## config.mk

```make
export PLATFORM = sky130hd
export DESIGN_NAME = acc_id_detect
export DESIGN_NICKNAME = d
export VERILOG_FILES = /design/src/acc_id_pkg.sv /design/src/tick_gen.sv /design/src/acc_id_detect.sv
export VERILOG_INCLUDE_DIRS = /design/src
export SDC_FILE = /design/constraint.sdc
export NUM_CORES = 1
export LEC_CHECK = 0
export ABC_AREA = 1
export BUFFER_PORTS_ARGS = -buffer_cell sky130_fd_sc_hd__buf_4
export CAP_MARGIN = 20
export CORE_UTILIZATION = 53
export DETAILED_ROUTE_END_ITERATION = 6
export PLACE_DENSITY = 0.8
export SKIP_CTS_REPAIR_TIMING = 1
export SLEW_MARGIN = 10
export SYNTH_ARGS = -nofsm -noshare
export SYNTH_HDL_FRONTEND = slang
export SYNTH_SLANG_ARGS = --single-unit
```

## constraint.sdc

```tcl
create_clock -name aclk -period 1.85 [get_ports aclk]
set_clock_uncertainty 0.1 [all_clocks]
set_input_delay 0.37 -clock aclk [delete_from_list [all_inputs] [get_ports aclk]]
set_output_delay 0.37 -clock aclk [all_outputs]
set_load 0.01 [all_outputs]
```

## src/acc_id_regs.svh

```systemverilog
// Purpose: offsets, field positions, reset values and timing counts of the accessory id block
// Assumes: 32-bit AXI4-Lite register bus, 25 MHz clock
// Notes: definitions only, included by the package users
`ifndef ACC_ID_REGS_SVH
`define ACC_ID_REGS_SVH

// ----------------------------------------------------------------
// timing
// ----------------------------------------------------------------
`define CLK_PERIOD_NS 40
`define TICK_PERIOD_NS 1000000
`define TICK_CYCLES (`TICK_PERIOD_NS / `CLK_PERIOD_NS)
`define STANDBY_SAMPLE_MS 50
`define STUCK_KEY_MS 1500
`define SUPPLY_START_CYCLES 4'h8

// ----------------------------------------------------------------
// register byte offsets
// ----------------------------------------------------------------
`define REG_MODE 8'h00
`define REG_STATUS 8'h04
`define REG_ADC 8'h08
`define REG_EVENTS 8'h0c
`define REG_SWITCH 8'h10
`define REG_KEY 8'h14

// ----------------------------------------------------------------
// field positions and reset values
// ----------------------------------------------------------------
`define MODE_ACTIVE_BIT 0
`define MODE_RST_BIT 1
`define STATUS_RESET 5'h01
`define ADC_RESET 5'h1f
`define RESP_OKAY 2'h0
`define RESP_SLVERR 2'h2

// ----------------------------------------------------------------
// id codes
// ----------------------------------------------------------------
`define ADC_SHORT_CODE 5'h00
`define ADC_OPEN_CODE 5'h1f
`define KEY_FIRST_CODE 5'h01
`define KEY_LAST_CODE 5'h0d
`define RC_ACC_A_CODE 5'h1d
`define RC_ACC_B_CODE 5'h1e
`define TEST_USB_A_CODE 5'h10
`define TEST_USB_B_CODE 5'h11
`define TEST_UART_A_CODE 5'h12
`define TEST_UART_B_CODE 5'h13

`endif

```

## src/acc_id_pkg.sv

```systemverilog
// Purpose: types shared by the accessory id block
// Assumes: nothing beyond the register header
// Notes: state codes are written out
package acc_id_pkg;

   // ----------------------------------------------------------------
   // identification state machine
   // ----------------------------------------------------------------
   typedef enum logic [2:0] {
      ST_SUPPLY = 3'b000,   // internal supplies starting
      ST_CLEAR = 3'b001,    // whole-chip clear after supply start
      ST_STANDBY = 3'b010,  // watching id line and bus power
      ST_MEASURE = 3'b011,  // adc and supply type run
      ST_ACTIVE = 3'b100,   // accessory identified
      ST_STUCK = 3'b101,    // key code seen, waiting for release
      ST_KEY_HELD = 3'b110  // stuck key reported, waiting for release
   } id_state_e;

   // status register fields, bit 4 first
   typedef struct packed {
      logic usb_chg;
      logic dpdm_short;
      logic vbus_det;
      logic id_short_flag;
      logic id_open_flag;
   } status_s;

   // sticky event flags
   typedef struct packed {
      logic detach;
      logic flag_a;
   } events_s;

   // signal switch controls
   typedef struct packed {
      logic uart;
      logic usb;
   } switch_s;

endpackage

```

## src/tick_gen.sv

```systemverilog
// Purpose: one-cycle enable pulse every millisecond
// Assumes: single clock, synchronous active-low reset
// Notes: period is a parameter so simulation can shorten it
`timescale 1ns/1ps
`include "acc_id_regs.svh"

module tick_gen
   import acc_id_pkg::*;
#(
   parameter int TICK_CYCLES = `TICK_CYCLES
) (
   input wire logic aclk,
   input wire logic aresetn,
   output logic tick_q
);

   localparam int CW = $clog2(TICK_CYCLES + 1);

   logic [CW-1:0] cnt_q; // cycles since the last pulse
   logic [CW-1:0] cnt_d;
   logic tick_d;

   // ----------------------------------------------------------------
   // divider
   // ----------------------------------------------------------------
   // wrap the count and pulse once per period
   always_comb begin
      if (cnt_q == CW'(TICK_CYCLES - 1)) begin
         cnt_d = '0;
         tick_d = 1'b1;
      end else begin
         cnt_d = cnt_q + 1'b1;
         tick_d = 1'b0;
      end
   end

   // register the divider
   always_ff @(posedge aclk) begin
      if (!aresetn) begin
         cnt_q <= '0;
         tick_q <= 1'b0;
      end else begin
         cnt_q <= cnt_d;
         tick_q <= tick_d;
      end
   end
endmodule // tick_gen

```

## src/acc_id_detect.sv

```systemverilog
// Purpose: accessory detection and identification with an AXI4-Lite register port
// Assumes: all inputs synchronous to aclk; aresetn is the main-supply power-on reset
// Notes: the adc and supply-type comparators are analog; this logic sequences them
//
// Overview of operation
// - bus power at supply-up goes straight to identification
// - power-on reset clears register bits except rst, id open flag and adc result, which come up set
// - power switch stays on through reset with bus power
// - supplies start, chip clears, then standby
// - power switch off without bus power
// - bus power rising in standby starts identification
// - powered accessory latches d+ d- connection state
// - test cable codes close usb or uart switches
// - remote accessory keeps id line monitored for keys
// - standby watches id and bus power together
// - host clearing active bit restarts identification, except while a reported stuck key is held
// - id open flag follows floating id line
// - open flag falling attaches, rising detaches
// - 5-bit adc code held in result register
// - codes 1 to 13 are remote keys
// - key released within 1.5 s re-detects
// - after stuck key release, re-measure and flag_a
// - short-range resistance reports code zero
// - id short flag set for grounded id line
// - each code maps to one ascending resistance
// - floating id line reports code 11111
// - standby samples id line every 50 ms
// - results stored and flag_a flag set
`timescale 1ns/1ps
`include "acc_id_regs.svh"

module acc_id_detect
   import acc_id_pkg::*;
#(
   parameter int TICK_CYCLES = `TICK_CYCLES
) (
   input wire logic aclk,
   input wire logic aresetn,
   // axi4-lite slave
   input wire logic [7:0] awaddr,
   input wire logic [2:0] awprot,
   input wire logic awvalid,
   output logic awready,
   input wire logic [31:0] wdata,
   input wire logic [3:0] wstrb,
   input wire logic wvalid,
   output logic wready,
   output logic [1:0] bresp,
   output logic bvalid,
   input wire logic bready,
   input wire logic [7:0] araddr,
   input wire logic [2:0] arprot,
   input wire logic arvalid,
   output logic arready,
   output logic [31:0] rdata,
   output logic [1:0] rresp,
   output logic rvalid,
   input wire logic rready,
   // analog front end
   input wire logic vbus_present,
   input wire logic id_open_in,
   input wire logic id_short_in,
   input wire logic dpdm_short_in,
   input wire logic usb_chg_in,
   output logic adc_start,
   input wire logic adc_done,
   input wire logic [4:0] adc_code,
   // switch controls
   output logic power_switch_on,
   output logic usb_switch_on,
   output logic uart_switch_on
);

   // ----------------------------------------------------------------
   // declarations
   // ----------------------------------------------------------------
   logic tick; // one millisecond enable
   id_state_e state_q, state_d;
   logic busy_q, busy_d; // adc conversion outstanding
   logic [10:0] ms_q, ms_d; // milliseconds in the current wait
   logic [3:0] sup_q, sup_d; // supply start counter
   status_s status_q, status_d;
   logic [4:0] adc_q, adc_d; // identification result
   logic [4:0] key_q, key_d; // latest remote key code
   events_s events_q, events_d;
   logic active_q, active_d;
   logic rst_q, rst_d; // set by reset, cleared on read
   switch_s sw_q, sw_d;
   logic adc_start_d;
   logic pwr_q;
   logic [4:0] code; // adc answer with open and short forced
   logic conv_done; // adc answer for our request
   logic is_key; // code lies in the remote key band
   logic is_test; // code is a test cable
   logic is_rc; // stored result is a remote-control accessory
   // bus side
   logic aw_have_q, aw_have_d, w_have_q, w_have_d;
   logic [7:0] waddr_q, waddr_d;
   logic [31:0] wdata_q, wdata_d;
   logic [3:0] wstrb_q, wstrb_d;
   logic awready_d, wready_d, bvalid_d, arready_d, rvalid_d;
   logic [1:0] bresp_d, rresp_d;
   logic [31:0] rdata_d;
   logic wr_fire, ar_take, rd_mode, wr_mode, wr_events, wr_switch;
   logic [31:0] rd_mux;
   logic rd_ok, wr_ok;

   localparam logic [10:0] SAMPLE_MS = 11'(`STANDBY_SAMPLE_MS);
   localparam logic [10:0] STUCK_MS = 11'(`STUCK_KEY_MS);

   // millisecond enable
   tick_gen #(
      .TICK_CYCLES(TICK_CYCLES)
   ) u_tick (
      .aclk(aclk),
      .aresetn(aresetn),
      .tick_q(tick)
   );

   // ----------------------------------------------------------------
   // code classification
   // ----------------------------------------------------------------
   // open and short override the converter; codes map one-to-one onto the ladder
   always_comb begin
      if (id_short_in) begin
         code = `ADC_SHORT_CODE;
      end else if (id_open_in) begin
         code = `ADC_OPEN_CODE;
      end else begin
         code = adc_code;
      end
      conv_done = adc_done && busy_q;
      is_key = (code >= `KEY_FIRST_CODE) && (code <= `KEY_LAST_CODE);
      is_test = (code == `TEST_USB_A_CODE) || (code == `TEST_USB_B_CODE) ||
         (code == `TEST_UART_A_CODE) || (code == `TEST_UART_B_CODE);
      is_rc = (adc_q == `RC_ACC_A_CODE) || (adc_q == `RC_ACC_B_CODE);
   end

   // ----------------------------------------------------------------
   // identification state machine and registers
   // ----------------------------------------------------------------
   // next state, register bits and adc requests
   always_comb begin
      state_d = state_q;
      busy_d = busy_q;
      ms_d = ms_q;
      sup_d = sup_q;
      status_d = status_q;
      adc_d = adc_q;
      key_d = key_q;
      events_d = events_q;
      active_d = active_q;
      rst_d = rst_q;
      sw_d = sw_q;
      adc_start_d = 1'b0;
      if (conv_done) begin
         busy_d = 1'b0;
      end
      // bus power is watched in every state except ST_CLEAR
      status_d.vbus_det = vbus_present;
      status_d.id_short_flag = id_short_in;
      if (ar_take && rd_mode) begin
         rst_d = 1'b0;
      end
      // write-one-to-clear first, so any set further down wins
      if (wr_events) begin
         events_d = events_q & ~events_s'(wdata_q[1:0]);
      end
      case (state_q)
         ST_SUPPLY: begin
            // let internal supplies settle
            sup_d = sup_q + 1'b1;
            if (sup_q == `SUPPLY_START_CYCLES) begin
               state_d = ST_CLEAR;
            end
         end
         ST_CLEAR: begin
            // whole-chip clear, then ready for accessories
            status_d = `STATUS_RESET;
            adc_d = `ADC_RESET;
            key_d = '0;
            active_d = 1'b0;
            sw_d = '0;
            ms_d = '0;
            state_d = ST_STANDBY;
         end
         ST_STANDBY: begin
            if (tick) begin
               ms_d = (ms_q == SAMPLE_MS - 11'h001) ? 11'h000 : ms_q + 11'h001;
            end
            if (vbus_present && !status_q.vbus_det) begin
               // bus power rising, or already there at supply-up
               state_d = ST_MEASURE;
            end else if (tick && (ms_q == SAMPLE_MS - 11'h001)) begin
               status_d.id_open_flag = id_open_in;
               if (!id_open_in) begin
                  state_d = ST_MEASURE;
               end
            end
         end
         ST_MEASURE: begin
            // adc and supply type run side by side
            if (!busy_q && !adc_done) begin
               adc_start_d = 1'b1;
               busy_d = 1'b1;
            end
            if (vbus_present) begin
               status_d.dpdm_short = dpdm_short_in;
               status_d.usb_chg = usb_chg_in;
            end else begin
               // supply-type results mean nothing without bus power
               status_d.dpdm_short = 1'b0;
               status_d.usb_chg = 1'b0;
            end
            if (conv_done) begin
               status_d.id_open_flag = id_open_in;
               adc_d = code;
               ms_d = '0;
               if (id_open_in && !vbus_present) begin
                  // nothing there after all
                  state_d = ST_STANDBY;
               end else if (is_key) begin
                  state_d = ST_STUCK;
               end else begin
                  events_d.flag_a = 1'b1;
                  active_d = 1'b1;
                  if (is_test) begin
                     sw_d.usb = (code == `TEST_USB_A_CODE) || (code == `TEST_USB_B_CODE);
                     sw_d.uart = (code == `TEST_UART_A_CODE) ||
                        (code == `TEST_UART_B_CODE);
                  end
                  state_d = ST_ACTIVE;
               end
            end
         end
         ST_STUCK, ST_KEY_HELD: begin
            // keep converting until the key code goes away
            if (!busy_q && !adc_done) begin
               adc_start_d = 1'b1;
               busy_d = 1'b1;
            end
            if (tick && (ms_q != STUCK_MS)) begin
               ms_d = ms_q + 11'h001;
            end
            if (conv_done && !is_key) begin
               state_d = ST_MEASURE;
            end else if ((state_q == ST_STUCK) && (ms_q == STUCK_MS)) begin
               events_d.flag_a = 1'b1;
               active_d = 1'b1;
               state_d = ST_KEY_HELD;
            end
         end
         ST_ACTIVE: begin
            if (status_q.vbus_det && !vbus_present && id_open_in) begin
               // powered accessory pulled with no id resistor
               events_d.detach = 1'b1;
               active_d = 1'b0;
               sw_d = '0;
               state_d = ST_STANDBY;
            end else if (id_open_in && !status_q.id_open_flag) begin
               // open flag rising means the accessory left
               status_d.id_open_flag = 1'b1;
               events_d.detach = 1'b1;
               active_d = 1'b0;
               sw_d = '0;
               adc_d = `ADC_OPEN_CODE;
               state_d = ST_STANDBY;
            end else if (wr_mode && !wdata_q[`MODE_ACTIVE_BIT]) begin
               active_d = 1'b0;
               state_d = ST_MEASURE;
            end else if (is_rc) begin
               // remote accessory: keep sampling for key presses
               if (!busy_q && !adc_done) begin
                  adc_start_d = 1'b1;
                  busy_d = 1'b1;
               end
               if (conv_done) begin
                  key_d = is_key ? code : 5'h00;
               end
            end
         end
         default: begin
            state_d = ST_SUPPLY;
         end
      endcase
      // host programming of switches, after the state machine so it wins
      if (wr_switch) begin
         sw_d = switch_s'(wdata_q[1:0]);
      end
   end

   // register the identification state
   always_ff @(posedge aclk) begin
      if (!aresetn) begin
         state_q <= ST_SUPPLY;
         busy_q <= 1'b0;
         ms_q <= '0;
         sup_q <= '0;
         status_q <= `STATUS_RESET;
         adc_q <= `ADC_RESET;
         key_q <= '0;
         events_q <= '0;
         active_q <= 1'b0;
         rst_q <= 1'b1;
         sw_q <= '0;
         adc_start <= 1'b0;
      end else begin
         state_q <= state_d;
         busy_q <= busy_d;
         ms_q <= ms_d;
         sup_q <= sup_d;
         status_q <= status_d;
         adc_q <= adc_d;
         key_q <= key_d;
         events_q <= events_d;
         active_q <= active_d;
         rst_q <= rst_d;
         sw_q <= sw_d;
         adc_start <= adc_start_d;
      end
   end

   // power switch follows bus power, reset or not
   always_ff @(posedge aclk) begin
      pwr_q <= vbus_present;
   end

   assign power_switch_on = pwr_q;
   assign usb_switch_on = sw_q.usb;
   assign uart_switch_on = sw_q.uart;

   // ----------------------------------------------------------------
   // axi4-lite slave
   // ----------------------------------------------------------------
   // decode, read mux and handshakes
   always_comb begin
      wr_fire = aw_have_q && w_have_q && !bvalid;
      ar_take = arvalid && arready;
      wr_ok = (waddr_q[1:0] == 2'b00) && (waddr_q <= `REG_KEY);
      rd_ok = (araddr[1:0] == 2'b00) && (araddr <= `REG_KEY);
      wr_mode = wr_fire && wstrb_q[0] && (waddr_q == `REG_MODE);
      wr_events = wr_fire && wstrb_q[0] && (waddr_q == `REG_EVENTS);
      wr_switch = wr_fire && wstrb_q[0] && (waddr_q == `REG_SWITCH);
      rd_mode = (araddr == `REG_MODE);
      case (araddr)
         `REG_MODE: rd_mux = {30'h0, rst_q, active_q};
         `REG_STATUS: rd_mux = {27'h0, status_q};
         `REG_ADC: rd_mux = {27'h0, adc_q};
         `REG_EVENTS: rd_mux = {30'h0, events_q};
         `REG_SWITCH: rd_mux = {30'h0, sw_q};
         `REG_KEY: rd_mux = {27'h0, key_q};
         default: rd_mux = 32'h0;
      endcase
      aw_have_d = aw_have_q;
      w_have_d = w_have_q;
      waddr_d = waddr_q;
      wdata_d = wdata_q;
      wstrb_d = wstrb_q;
      if (awvalid && awready) begin
         aw_have_d = 1'b1;
         waddr_d = awaddr;
      end
      if (wvalid && wready) begin
         w_have_d = 1'b1;
         wdata_d = wdata;
         wstrb_d = wstrb;
      end
      bvalid_d = bvalid && !bready;
      bresp_d = bresp;
      if (wr_fire) begin
         aw_have_d = 1'b0;
         w_have_d = 1'b0;
         bvalid_d = 1'b1;
         bresp_d = wr_ok ? `RESP_OKAY : `RESP_SLVERR;
      end
      awready_d = !aw_have_d;
      wready_d = !w_have_d;
      rvalid_d = rvalid && !rready;
      rdata_d = rdata;
      rresp_d = rresp;
      if (ar_take) begin
         rvalid_d = 1'b1;
         rdata_d = rd_mux;
         rresp_d = rd_ok ? `RESP_OKAY : `RESP_SLVERR;
      end
      arready_d = !rvalid_d;
   end

   // register the bus side
   always_ff @(posedge aclk) begin
      if (!aresetn) begin
         aw_have_q <= 1'b0;
         w_have_q <= 1'b0;
         waddr_q <= '0;
         wdata_q <= '0;
         wstrb_q <= '0;
         awready <= 1'b0;
         wready <= 1'b0;
         bvalid <= 1'b0;
         bresp <= `RESP_OKAY;
         arready <= 1'b0;
         rvalid <= 1'b0;
         rdata <= '0;
         rresp <= `RESP_OKAY;
      end else begin
         aw_have_q <= aw_have_d;
         w_have_q <= w_have_d;
         waddr_q <= waddr_d;
         wdata_q <= wdata_d;
         wstrb_q <= wstrb_d;
         awready <= awready_d;
         wready <= wready_d;
         bvalid <= bvalid_d;
         bresp <= bresp_d;
         arready <= arready_d;
         rvalid <= rvalid_d;
         rdata <= rdata_d;
         rresp <= rresp_d;
      end
   end
endmodule // acc_id_detect

```

# Word-level counts from Yosys, hierarchy flattened
# Cells that the tools add are included.
# totals
register_bits,112
in_bits,76
output_inout_bits,45
elab_cells,250
# classes
add_sub_neg,3
order_cmp,4
n_eq_ne,49
n_mux,89
n_bitwise,3
reduce_logical,68
# ops
op,n
$mux 5,11
$mux 11,4
$pmux 11 s4,1
$mux 1,40
$mux 3,11
$eq 5x5->1 const B,6
$ne 2x2->1 const B,15
$pmux 5 s6,1
$logic_and 1x1->1,27
$eq 8x4->1 const B,3
$eq 8x5->1 const B,3
$reduce_and 6->1,4
$mux 2,11
$ne 3x3->1 const B,7
$pmux 3 s6,1
$le 8x5->1 const B,2
$logic_not 8->1,2
$reduce_bool 4->1,4
$add 15x1->15 const B,1
$eq 15x15->1 const B,1
$pmux 5 s3,1
$logic_not 1->1,13
$add 11x1->11 const B,1
$eq 11x11->1 const B,1
29 further kinds,45

# Depth between registers and ports, before layout
# logic_depth
depth_word,12
depth_mapped,13
mapped_depth_nobuf,13

# Hierarchy
# A second synthesis with hierarchy kept.
# hier_totals
hier_cells,718
area_unflattened_um2,4675.7
# modules_own_cells
module,n_inst,cells_each,area_per_inst_um2,seq_area_each_um2
acc_id_detect,1,599,3839.9,1341.3
tick_gen,1,119,835.8,320.3

# Worst setup path before layout
# Ideal clock, no wire load.
# synth_path
kind,reg-to-reg
from,reg u_tick.cnt_q[0]
to,reg u_tick.cnt_q[7]
setup_ps,128
arrival_ps,1376
t_required_ps,1622
path_slack_ps,247
path_stages_with_launch,8
path_buffers,1
period_less_slack_ps,1603
path_cell_list,dfxtp_1 -> ha_1 -> nand2_1 -> nor4_1 -> nand3_1 -> nand2_1 -> clkbuf_1 -> nor2_1
# synth_via
elab_chain_cells,2
elab_cells_between_ends,3
cone_classes,add/sub: 1; eq/ne: 1; reduce/logical: 1
# synth_rtl
item,line_no,text
"start, declared",tick_gen.sv:19,logic [CW-1:0] cnt_q;
"start signal, assigned",tick_gen.sv:43,cnt_q <= cnt_d;
branches (longest 2 deep; another with $add 15x1->15),n/a,
# Parallel ways; which one is timed is not known.
# A chain may end at the register's enable or synchronous reset.

# Worst setup path in the final report
# layout_path
from,reg ms_q[0]
to,reg state_q[1]
# layout_via
elab_chain_cells,4
elab_cells_between_ends,7
cone_classes,eq/ne: 4; reduce/logical: 3
# layout_rtl
item,line_no,text
"start, declared",acc_id_detect.sv:80,"logic [10:0] ms_q, ms_d;"
"start signal, assigned",acc_id_detect.sv:310,ms_q <= ms_d;
$eq 11x11->1 or $eq 11x6->1 (tied branches),"acc_id_detect.sv:247, acc_id_detect.sv:194",
$logic_and 1x1->1 (on tied branches),"acc_id_detect.sv:247, acc_id_detect.sv:194",
$ne 3x3->1 (no line),n/a,
$reduce_and 6->1 (no line) (*),n/a,
"end signal, assigned",acc_id_detect.sv:308,state_q <= state_d;
"end, declared",acc_id_detect.sv:78,"id_state_e state_q, state_d;"
# Every way passes the cells marked *; elsewhere a longest branch is shown, timed or not.

==> metrics.txt <==
Clock Sink Count 83; final setup vio count 0; share of post-route cells with drive strength above 1 0.176; Setup TNS Final 0 ns; Clock Latency Late Sink 0.37 ns; Seq/Total Area, Yosys 0.371; clock buffer count from CTS 9; routed via count 4384; status complete, no violations; GPL Wtd Cong 0.907; Worst R2R Path Depth 11; n_diodes 0; CP required 1.98 ns; port buffer count 52; Tmin final 1.76 ns; Die X 93.9 um; worst slew pin tran 0.648 ns; worst-path fanout max 6; first-pass GRT wire length 17.0 mm; num rows 33; synth unique cells 35; pre-CTS setup slack -0.0140 ns; Clock power frac 0.320; number of synthesized flops with an enable pin 0; PwrDens 796 nW/um2; final hold slack 0.0452 ns; Synth top area share 0.371; WS Path Type reg -> reg; root buf cell clkbuf_8; post-route ant nets 0; Max IR drop VDD 0.000437 V; Worst Hold Path Cells 1; DRT Pass-1 Iters 5; asr flop ratio synth 0; Synth Flop Type dfxtp_1; Die Ht 93.9 um; initial antenna violation count 0; Tot GR Track Use 0.244; DR WL/cell 12.0 um; final global-route overflow total 0; HPWL Detailed 7.77 mm; HP Class in -> reg; Ys Warns 0; LEAKAGE 0.00241 uW; RSZ-0062 raised after global routing true; synthesized flop and latch total 83; Cells after DPL 835; worst path arrival time 1.88 ns; Worst-path clk slew 0.09 ns; vias in the first global route 3847; Comb pwr share 0.204; cell accounting for the most synthesized area dfxtp_1; TritonCTS clock tree yes; Internal 2880 uW; synth top area cells dfxtp_1 37%, nand2_1 10%, nor2_1 8.3%; DR vias/cell 5.14; register share of total power 0.476; CP Capture Type flip-flop; Final Hold Vio Count 0; max_slew headroom 0.567; Finished Layout Cells 853; die area 8810 um2; Net Sw Frac 0.318; Final WS setup 0.0949 ns; CTS Buffer Depth 2; Area Growth Syn to Fin 18.6%; post-synthesis cell area 4470 um2; DRT iter0 DRCs 264; final wirelength 10.2 mm; Max-cap violations 0; Gate Count Post-Synth 667; Max Fclk 570 MHz; largest net degree at the start of global routing 31; startpoint class of the critical path flip-flop; Ports 121; core region area 8180 um2; starting density of the core 0.547; period utilization 0.949; Psw 1340 uW; CTS H-tree lvls 3; Syn Area/Cell 6.71 um2; Final Max Slew Viols 0; Nets 825; DRC Markers 0; Fillers 754
==> metrics by stage <==
stage          utilization  power [uW]  cell area, um2
2_1_floorplan            -        2630            4580
3_3_place_gp         0.611        2840            5000
3_5_place_dp         0.611        2870            5000
4_1_cts              0.636        4200            5200
5_1_grt              0.649        4470            5310
6_report             0.649        4220            5310
==> power groups by stage <==
stage | Combinational (uW) | Clock, uW | Sequential [uW]
floorplan | 596 | 0 | 2030
global placement | 801 | 0 | 2040
detailed placement | 826 | 0 | 2050
CTS | 832 | 1360 | 2000
global route | 989 | 1450 | 2030
finish | 863 | 1350 | 2010
==> critical path, stage by stage, from the launching register on <==
cell and delay (ns):
dfxtp_4 0.37, inv_1 0.09, ha_1 0.16, nand2_1 0.06
nor3_2 0.13, nand3_2 0.14, nor2_2 0.16, inv_1 0.07
nand3_2 0.12, nand2_1 0.09, nand2_1 0.07, a21oi_1 0.06
==> per-layer routing <==
metal	wire length, um	up-vias	global-route usage
met3	491	14	0.0631
met2	4900	124	0.391
met5	0	-	0
met1	4710	1998	0.318
met4	138	0	0.0782
li1	-	2248	-
==> registers in the layout, indices dropped and copies added, names as in the netlist, 2 cells and up <==
| name | cells |
|---|---|
| adc_q | 5 |
| events_q | 2 |
| key_q | 5 |
| ms_q | 11 |
| rdata | 5 |
| state_q | 3 |
| status_q | 5 |
| sup_q | 4 |
| u_tick.cnt_q | 15 |
| waddr_q | 8 |
| wdata_q | 2 |
==> layout by cell type, fill, tap and decap left out, drive strengths merged <==
cell / instances
bufinv: 1
and3: 1
clkinv: 4
ha: 6
o21bai: 1
nand2: 128
xor2: 5
nor3: 24
nand3b: 3
clkbuf: 9
nand3: 59
o211ai: 11
dfxtp: 83
buf: 79
a31oi: 2
nor2: 103
conb: 29
o31ai: 2
o21a: 1
inv: 93
clkinvlp: 1
o21ai: 38
nor4: 4
nand4: 9
nor3b: 3
a21oi: 49
==> cells by family after synthesis <==
| family | after synthesis | synth area share |
|---|---|---|
| AOI/OAI and AO/OA | 104 | 0.125 |
| buffers and inverters | 134 | 0.143 |
| other | 1 | 0.000838 |
| xor gates and xnor gates | 5 | 0.00979 |
| DFF | 83 | 0.371 |
| adders and majority gates | 6 | 0.0168 |
| and+or+nand+nor | 334 | 0.333 |
==> cell usage after synthesis, types with 3 or more instances <==
cell type / number
a21oi_1: 49
buf_2: 3
buf_4: 29
buf_6: 3
clkbuf_1: 6
dfxtp_1: 83
ha_1: 6
inv_1: 90
nand2_1: 123
nand2_2: 4
nand3_1: 58
nand3b_1: 3
nand4_1: 9
nor2_1: 99
nor3_1: 20
nor3_2: 4
nor4_1: 4
o211ai_1: 11
o21ai_0: 38
xor2_1: 5
==> area by class of cell <==
cell class,count,area [um2],share of cell area
Clock buffer,9,124,0.0233
Clock inverter,7,77.6,0.0146
Inverter,92,345,0.0651
Multi-Input combinational cell,478,2360,0.445
Sequential cell,83,1670,0.315
Tap cell,105,131,0.0248
Timing Repair Buffer,79,597,0.112
==> final timing paths <==
kind,slack (ns),end,start
setup reg to reg,0.09,state_q[1]$_SDFFE_PN0P_,ms_q[0]$_SDFFE_PN0P_
hold / removal,0.05,power_switch_on$_DFF_P_,vbus_present
hold reg to reg,0.35,u_tick.cnt_q[0]$_SDFF_PP0_,u_tick.cnt_q[0]$_SDFF_PP0_
setup / recovery,0.09,state_q[1]$_SDFFE_PN0P_,ms_q[0]$_SDFFE_PN0P_
No activity file was read; power rests on OpenSTA's default activity.
